### src/inc/sarcs_pkg.sv
// Constants, register map and types for the conversion sequencer.
// Assumes a single 50 MHz core clock and an 8-bit plain register port.
//
// Overview of operation
// - Result split over low and high bytes, right or left justified.
// - Reading low byte locks results until high byte is read.
// - Complete flag still sets when a locked result is dropped.
// - Start bit begins a conversion, stays set, hardware clears it.
// - Channel change mid conversion applies only to the next one.
// - Reference and channel selections act only while enabled.
// - Auto trigger rising edge resets prescaler and starts a conversion.
// - Edges during conversion ignored; held level does not restart.
// - Trigger flags set regardless of enables; software clears them.
// - Complete flag as trigger gives free running, first by start bit.
// - Start bit reads one in any conversion; works under auto trigger.
// - Prescaler runs while enabled, held in reset while disabled.
// - Software start begins on next rising conversion clock edge.
// - Normal conversion 13 cycles, first after enable 25 cycles.
// - Sample at 1.5 cycles normally, 13.5 on first conversion.
// - Completion writes result, sets flag, clears start in single mode.
// - Auto triggered: sample two cycles in, three sync cycles, 13.5 total.
// - Free running restarts at completion, samples 2.5, lasts 14.
// - Reference bit picks supply or 1.1V; channel picks pin or internal.
// - Power reduction bit set keeps the converter inoperative.
// - Selections track writes, lock in conversion, free in last cycle.
package sarcs_pkg;

  // Register indices on the plain port
  localparam logic [2:0] REG_CTRL_A = 3'h0;
  localparam logic [2:0] REG_CTRL_B = 3'h1;
  localparam logic [2:0] REG_CHAN = 3'h2;
  localparam logic [2:0] REG_RES_LO = 3'h3;
  localparam logic [2:0] REG_RES_HI = 3'h4;
  localparam logic [2:0] REG_POWER = 3'h5;

  // Control A fields
  localparam int CA_ENABLE = 7;
  localparam int CA_START = 6;
  localparam int CA_AUTO = 5;
  localparam int CA_FLAG = 4;
  localparam int CA_IRQ_EN = 3;
  // Channel select register fields
  localparam int CH_REF = 6;
  localparam int CH_LEFT = 5;
  // Power register field
  localparam int PW_REDUCE = 0;

  // Channel codes of internal sources
  localparam logic [3:0] CHAN_TEMP = 4'h8;
  localparam logic [3:0] CHAN_BANDGAP = 4'hE;
  localparam logic [3:0] CHAN_GND = 4'hF;
  // Trigger code that selects the complete flag itself
  localparam logic [2:0] TRIG_FREE = 3'h0;

  // Core clock and recommended conversion clock band
  localparam int CORE_CLK_HZ = 50000000;
  localparam int CONV_CLK_MIN_HZ = 50000;
  localparam int CONV_CLK_MAX_HZ = 200000;

  // Conversion timing in half conversion-clock periods
  localparam logic [5:0] HALF_END_NORMAL = 6'h1A;  // 13
  localparam logic [5:0] HALF_END_FIRST = 6'h32;   // 25
  localparam logic [5:0] HALF_END_AUTO = 6'h1B;    // 13.5
  localparam logic [5:0] HALF_END_FREE = 6'h1C;    // 14
  localparam logic [5:0] HALF_SMP_NORMAL = 6'h03;  // 1.5
  localparam logic [5:0] HALF_SMP_FIRST = 6'h1B;   // 13.5
  localparam logic [5:0] HALF_SMP_AUTO = 6'h04;    // 2
  localparam logic [5:0] HALF_SMP_FREE = 6'h05;    // 2.5
  // Core cycles spent synchronising a trigger
  localparam logic [1:0] SYNC_CYCLES = 2'h3;

  typedef enum logic [1:0] {
    SARCS_ST_IDLE,
    SARCS_ST_SYNC,
    SARCS_ST_CONV
  } sarcs_state_t;

  typedef enum logic [1:0] {
    SARCS_K_NORMAL,
    SARCS_K_FIRST,
    SARCS_K_AUTO,
    SARCS_K_FREE
  } sarcs_kind_t;

  // Signals toward the analog multiplexer and comparator core
  typedef struct packed {
    logic powered;
    logic ref_internal;
    logic [3:0] channel;
    logic sample;
    logic busy;
  } sarcs_analog_t;

  // Register port request
  typedef struct packed {
    logic [2:0] addr;
    logic [7:0] wdata;
    logic wr;
    logic rd;
  } sarcs_bus_t;

endpackage : sarcs_pkg

### src/hw/sarcs_sequencer.sv
// Conversion sequencer of a 10-bit successive approximation converter.
// Assumes synchronous trigger inputs and a SAR core whose result is
// valid when the sequencer signals completion.
// Every output is taken straight from the state register.
//
// Design decisions made here: strobed register access and the register addresses.
module sarcs_sequencer (
  input wire logic core_clk,
  input wire logic rst,
  input wire sarcs_pkg::sarcs_bus_t bus,
  output logic [7:0] rdata,
  input wire logic [7:0] trig_in,
  input wire logic [9:0] sar_result,
  output sarcs_pkg::sarcs_analog_t analog,
  output logic conv_irq
);
  import sarcs_pkg::*;

  // Whole block state in one record. Timing runs in half conversion-clock
  // periods so the 1.5, 2.5 and 13.5 cycle sample points land on a core
  // clock edge; the price is a tick on both prescaler phases.
  typedef struct packed {
    logic enable;
    logic start_req;
    logic auto_trig;
    logic flag;
    logic irq_en;
    logic [2:0] psel;
    logic [2:0] tsel;
    logic power_reduce;
    logic ref_sw;
    logic left_adj;
    logic [3:0] chan_sw;
    logic ref_act;
    logic [3:0] chan_act;
    logic [9:0] result;
    logic lock;
    sarcs_state_t st;
    sarcs_kind_t kind;
    logic first;
    logic [6:0] pre_cnt;
    logic [5:0] half_cnt;
    logic [1:0] sync_cnt;
    logic trig_prev;
    logic [7:0] rdata;
    logic sample;
    logic irq;
    logic powered;
    logic busy;
  } sarcs_regs_t;

  sarcs_regs_t r;
  sarcs_regs_t next_r;

  // Derived combinational helpers
  // All of them read only registered state and the trigger inputs
  logic on;
  logic [7:0] div;
  logic tick_rise;
  logic tick_fall;
  logic tick_half;
  logic [5:0] half_end;
  logic [5:0] half_smp;
  logic [5:0] nh;
  logic trig_lvl;
  logic trig_edge;
  logic done;
  logic converting;
  logic [7:0] res_lo;
  logic [7:0] res_hi;

  // Prescaler rate: code 0 still divides by two
  // Limitation: division tops out at 128, so a fast core clock cannot
  // reach the slowest recommended conversion rates; software must
  // accept reduced resolution there.
  always_comb
  begin
    on = r.enable & ~r.power_reduce;
    if (r.psel == 3'h0)
      div = 8'h02;
    else
      div = 8'h01 << r.psel;
    tick_rise = on && ({1'b0, r.pre_cnt} == div - 8'h01);
    tick_fall = on && ({1'b0, r.pre_cnt} == (div >> 1) - 8'h01);
    tick_half = tick_rise | tick_fall;
  end

  // Per-kind timing of the running conversion
  // Ends compare against the next half count, so each end value is the
  // full length of that kind in half periods
  always_comb
  begin
    case (r.kind)
      SARCS_K_FIRST:
      begin
        half_end = HALF_END_FIRST;
        half_smp = HALF_SMP_FIRST;
      end
      SARCS_K_AUTO:
      begin
        half_end = HALF_END_AUTO;
        half_smp = HALF_SMP_AUTO;
      end
      SARCS_K_FREE:
      begin
        half_end = HALF_END_FREE;
        half_smp = HALF_SMP_FREE;
      end
      default:
      begin
        half_end = HALF_END_NORMAL;
        half_smp = HALF_SMP_NORMAL;
      end
    endcase
    nh = r.half_cnt + 6'h01;
    converting = (r.st == SARCS_ST_CONV);
    done = converting && tick_half && (nh == half_end);
  end

  // Trigger source and edge detection
  // Edge memory updates every cycle, also while busy, so a level that
  // stays high through a conversion never looks like a fresh edge and
  // the source must drop before it can start another run.
  always_comb
  begin
    trig_lvl = trig_in[r.tsel];
    trig_edge = trig_lvl & ~r.trig_prev;
  end

  // Result byte formatting
  // Unused bits of the justified byte read as zero
  always_comb
  begin
    if (r.left_adj)
    begin
      res_lo = {r.result[1:0], 6'h00};
      res_hi = r.result[9:2];
    end
    else
    begin
      res_lo = r.result[7:0];
      res_hi = {6'h00, r.result[9:8]};
    end
  end

  // Next-state logic for the whole block
  always_comb
  begin
    next_r = r;
    next_r.sample = 1'b0;
    next_r.trig_prev = trig_lvl;

    // Register writes
    if (bus.wr)
    begin
      case (bus.addr)
        REG_CTRL_A:
        begin
          next_r.enable = bus.wdata[CA_ENABLE];
          next_r.auto_trig = bus.wdata[CA_AUTO];
          next_r.irq_en = bus.wdata[CA_IRQ_EN];
          next_r.psel = bus.wdata[2:0];
          // Write one clears the flag
          if (bus.wdata[CA_FLAG])
            next_r.flag = 1'b0;
          // Start taken only when idle; a busy start already reads one
          if (bus.wdata[CA_START] && bus.wdata[CA_ENABLE] && on &&
              r.st == SARCS_ST_IDLE)
            next_r.start_req = 1'b1;
        end
        REG_CTRL_B:
          next_r.tsel = bus.wdata[2:0];
        REG_CHAN:
        begin
          // Software copies; the analog side sees them only via tracking
          next_r.ref_sw = bus.wdata[CH_REF];
          next_r.left_adj = bus.wdata[CH_LEFT];
          next_r.chan_sw = bus.wdata[3:0];
        end
        REG_POWER:
          next_r.power_reduce = bus.wdata[PW_REDUCE];
        default:
        begin
        end
      endcase
    end

    // Register reads, data stand one cycle later
    // Other cycles return zero so stale data never sits on the port
    next_r.rdata = 8'h00;
    if (bus.rd)
    begin
      case (bus.addr)
        REG_CTRL_A:
          next_r.rdata = {r.enable, r.start_req, r.auto_trig, r.flag,
                          r.irq_en, r.psel};
        REG_CTRL_B:
          next_r.rdata = {5'h00, r.tsel};
        REG_CHAN:
          next_r.rdata = {1'b0, r.ref_sw, r.left_adj, 1'b0, r.chan_sw};
        REG_RES_LO:
        begin
          // Low byte read freezes the pair until the high byte follows
          next_r.rdata = res_lo;
          next_r.lock = 1'b1;
        end
        REG_RES_HI:
        begin
          next_r.rdata = res_hi;
          next_r.lock = 1'b0;
        end
        REG_POWER:
          next_r.rdata = {7'h00, r.power_reduce};
        default:
          next_r.rdata = 8'h00;
      endcase
    end

    // Prescaler: free count while on, held at zero otherwise
    // Restart on each rising tick keeps both phases aligned
    if (!on)
      next_r.pre_cnt = 7'h00;
    else if (tick_rise)
      next_r.pre_cnt = 7'h00;
    else
      next_r.pre_cnt = r.pre_cnt + 7'h01;

    // Sequencer
    case (r.st)
      SARCS_ST_IDLE:
      begin
        // A software start on a rising tick wins over a trigger edge in the same cycle
        if (on && r.start_req && tick_rise)
        begin
          next_r.st = SARCS_ST_CONV;
          next_r.half_cnt = 6'h00;
          next_r.kind = r.first ? SARCS_K_FIRST : SARCS_K_NORMAL;
        end
        else if (on && r.auto_trig && r.tsel != TRIG_FREE && trig_edge)
        begin
          next_r.st = SARCS_ST_SYNC;
          next_r.sync_cnt = 2'h1;
          next_r.start_req = 1'b1;
        end
      end
      SARCS_ST_SYNC:
      begin
        // Extra core cycles before the prescaler restarts
        // Start already reads one while waiting
        if (r.sync_cnt == SYNC_CYCLES)
        begin
          next_r.st = SARCS_ST_CONV;
          next_r.pre_cnt = 7'h00;
          next_r.half_cnt = 6'h00;
          next_r.kind = r.first ? SARCS_K_FIRST : SARCS_K_AUTO;
        end
        else
          next_r.sync_cnt = r.sync_cnt + 2'h1;
      end
      SARCS_ST_CONV:
      begin
        // Trigger edges here fall through unused
        if (tick_half)
          next_r.half_cnt = nh;
        if (tick_half && nh == half_smp)
          next_r.sample = 1'b1;
        if (done)
        begin
          // A locked result pair drops this conversion
          if (!r.lock)
            next_r.result = sar_result;
          // Later runs use the short timing
          next_r.first = 1'b0;
          if (r.auto_trig && r.tsel == TRIG_FREE)
          begin
            // Restart at once whatever the flag shows
            next_r.half_cnt = 6'h00;
            next_r.kind = SARCS_K_FREE;
          end
          else
          begin
            next_r.st = SARCS_ST_IDLE;
            next_r.start_req = 1'b0;
          end
        end
      end
      default:
        next_r.st = SARCS_ST_IDLE;
    endcase

    // Completion sets the flag; set wins over a clear
    // The flag ignores the request enable, so it can act as a trigger
    if (done)
      next_r.flag = 1'b1;
    next_r.irq = next_r.flag & next_r.irq_en;

    // Selections follow software while on, except while a conversion holds them
    // Tracking resumes for the last conversion-clock cycle, two half ticks
    if (on && (!converting || r.half_cnt >= half_end - 6'h02))
    begin
      next_r.ref_act = r.ref_sw;
      next_r.chan_act = r.chan_sw;
    end

    // Disable aborts everything and rearms the long first conversion
    // Hazard: a start written with the enable is refused, since the old
    // enable is still low; software enables first, then starts
    if (!on)
    begin
      next_r.st = SARCS_ST_IDLE;
      next_r.start_req = 1'b0;
      next_r.first = 1'b1;
      next_r.half_cnt = 6'h00;
      next_r.sync_cnt = 2'h0;
    end

    // Registered copies for the analog side
    next_r.powered = next_r.enable & ~next_r.power_reduce;
    next_r.busy = (next_r.st == SARCS_ST_CONV);
  end

  // State register
  // Reset holds constants only; the first run after it is the long one
  always_ff @(posedge core_clk or posedge rst)
  begin
    if (rst)
    begin
      r <= '0;
      r.st <= SARCS_ST_IDLE;
      r.kind <= SARCS_K_NORMAL;
      r.first <= 1'b1;
    end
    else
      r <= next_r;
  end

  // Outputs straight from the state register
  always_comb
  begin
    rdata = r.rdata;
    conv_irq = r.irq;
    analog.powered = r.powered;
    analog.ref_internal = r.ref_act;
    analog.channel = r.chan_act;
    analog.sample = r.sample;
    analog.busy = r.busy;
  end

endmodule : sarcs_sequencer

### config.mk
export PLATFORM = sky130hd
export DESIGN_NAME = sarcs_sequencer
export DESIGN_NICKNAME = d
export VERILOG_FILES = /design/src/inc/sarcs_pkg.sv /design/src/hw/sarcs_sequencer.sv
export SDC_FILE = /design/constraint.sdc
export NUM_CORES = 1
export LEC_CHECK = 0
export BUFFER_PORTS_ARGS = -buffer_cell sky130_fd_sc_hd__buf_2
export CAP_MARGIN = 20
export CORE_UTILIZATION = 50
export DETAILED_ROUTE_END_ITERATION = 10
export PLACE_DENSITY = 0.7
export SLEW_MARGIN = 15
export SYNTH_ARGS = -nofsm -noshare
export SYNTH_HDL_FRONTEND = slang
export SYNTH_SLANG_ARGS = --single-unit
### constraint.sdc
create_clock -name core_clk -period 6.3 [get_ports core_clk]
set_clock_uncertainty 0.1 [all_clocks]
set_input_delay 1.26 -clock core_clk [delete_from_list [all_inputs] [get_ports core_clk]]
set_output_delay 1.26 -clock core_clk [all_outputs]
set_load 0.005 [all_outputs]
==> impl_metrics.ini <==
[cells_and_area]
design_area_mm2 = 0.004559
final_cell_mix = dfrtp_1, buf_2, nand2_1
final_layout_size_suffix_gt1_share_pct = 24.51
antennaDiodeCount = 0
final_common_cell = dfrtp_1
layout.nets = 502
area_growth_pct = 9.792
nFillCells = 701

[drt]
vias = 3258
viasPerCell = 5.787
first_iter_violations = 167
drc = 0
wl_per_cell_um = 16.10
drtPass1Iterations = 4
drt-total-wl_um = 9063
ant_nets = 0

[critical_path]
cp_max_fo = 15
end_kind = flop
r2r-end = r[39]
ff2ff_setup_slack_ns = 2.90
arrival_ns = 3.53
timing.rr.start = r[61]
startpoint_type = flop
critPathKind = flop to flop
crit_required_ns = 6.43
reg2reg_depth = 10

[grt]
antenna_found_initial = 0
grt_pass1_vias = 3060
grt_busiest_layer = met2
grtUsageMet2_pct = 34.56
met1_usage_pct = 31.29
grt_max_degree = 68
grt_pass1_wl_um = 15160
gr-usage-met3_pct = 5.447
grt_use_total_pct = 22.58
overflow = 0

[min_path]
hold_path.class = flop to flop
holdPathStages = 2
hp-start = r[28]
min_to = r[28]

[cts]
htree_num_levels = 3
cts_buffers = 9
clock_path_buffers = 2
insertion_delay_ns = 0.35
clockRootBuffer = clkbuf_8
cts_tree = built
clkSlewWorstSetupHoldPaths_ns = 0.08
cts_setup_buffers = 0
hold_buffers = 0
cts_resized = 0
clock-sinks = 67

[floorplanning]
initial_core_util_pct = 52.65
die_x_um = 93.14
die_y_um = 93.14
coreArea_mm2 = 0.007888
std_cell_rows = 32
fp.dieArea_mm2 = 0.008674
ios = 50

[sta]
fin_crit_ns = 3.397
setup_tns_ns = 0
fmax_mhz = 294.4
rsz0062_at_grt = no
setup_viol = 0
worst_pin_slew_ns = 0.9413
hold_viol_final = 0
slew_headroom_pct = 36.76
setup_slack_ns = 2.903
post-route-period-util_pct = 53.92
final_max_slew_viol_count = 0

[placed_design]
dpl_cell_area_mm2 = 0.004313
dpl.hpwl_um = 6678
port_buffers = 49
gp_congestion = 0.9121
pre_cts_ws_ns = 2.902

[synth]
synth_edf_count = 0
synth_fp_nets = 477
synthesis.area_mm2 = 0.004153
synth_top_area_share_pct = 39.77
seq_area_frac_synth_pct = 40.40
synth-main-ff-cell = dfrtp_1
yosys_register_bits = 67
synth_area_leaders = dfrtp_1, mux2_2, nand2_1
yosysWarningCount = 0
synthCells = 431
ys_types = 71
synth_area_leader_cell = dfrtp_1
synth.avg_cell_area_um2 = 9.635
async_flop_share_pct = 100.0

[job]
drv_cap = 0

[power_and_ir_drop]
p_per_area_mw_per_mm2 = 271.6
vdd_drop_max_v = 0.0001857
power_leakage_uw = 0.002071

[status]
status = finished, final reports clean
report_power, final:
part	switching, µW	internal, µW
Combinational	134	127
Clock	175	264
Sequential	57.2	482
registers in the layout, indices dropped and copies added (netlist names):
signal	cells
analog	8
rdata	8
conv_irq	1
r	50
cell type report:
cell class                 instances  area [µm²]  share of cell area, %
tap                              102       127.6                  2.799
multi-input combinational        311        2195                  48.13
timing repair buffer              51       257.7                  5.653
sequential                        67        1678                  36.80
clock inverter                     6       113.9                  2.497
inverter                          16       60.06                  1.317
clock buffer                      10       127.6                  2.799
cell families (layout without fill, tap and decap cells):
group           Yosys count  in the layout  synth area share [%]
buf+inv                  53             83                 6.749
flops                    67             67                 40.40
other cells               1              1               0.09030
fa+ha+maj                13             13                 3.917
simple gates            159            159                 20.04
mux                      49             49                 13.65
xor+xnor                 16             16                 3.374
compound gates           73             73                 11.78
synthesized netlist by cell type (all sizes together), types with 3 or more instances:
cell,count
a31oi,6
ha,13
nand3b,3
o21ai,24
mux2i,12
dfrtp,66
a21oi,12
nand2,46
nor2,31
buf,23
inv,16
and2,12
clkbuf,14
xor2,5
nand3,15
or4,3
a22oi,3
xnor2,11
nor3,14
mux2,35
and3,9
nor2b,9
nand2b,9
layer usage:
layer	share of wire, %	up-vias
met5	0	-
met3	5.2	15
met2	47	100
met1	46	1593
met4	1.6	0
li1	-	1550
worst max-delay path, cell delays in order (launching register included):
cell and delay (ns):
dfrtp_1 0.54, or3b_2 0.53, ha_1 0.34, xor2_1 0.16, nand3_1 0.11, nor4_2 0.33
nand2_1 0.15, nand2_2 0.16, nand3_2 0.18, nor2_4 0.30, mux2_1 0.37
worst max-delay path by stage:
stage               endpoint  start  slack, ns
global route           r[40]  r[61]       2.67
finish                 r[39]  r[61]       2.90
global placement       r[34]  r[60]       3.02
floorplan              r[29]  r[61]       3.15
detailed placement     r[39]  r[60]       2.90
CTS                    r[39]  r[61]       2.88
through the flow:
step                      instances  hold slack [ns]  utilization (%)  power, µW
final                           563           0.3663            57.80       1238
after global routing            563           0.3836            57.80       1299
after CTS                       562           0.3658            57.74       1248
after detailed placement        546           0.3538            54.68      808.2
after global placement          546           0.3542            54.68      797.5
after floorplan                 431           0.3439                -      748.4
(Power assumes the default switching activity.)
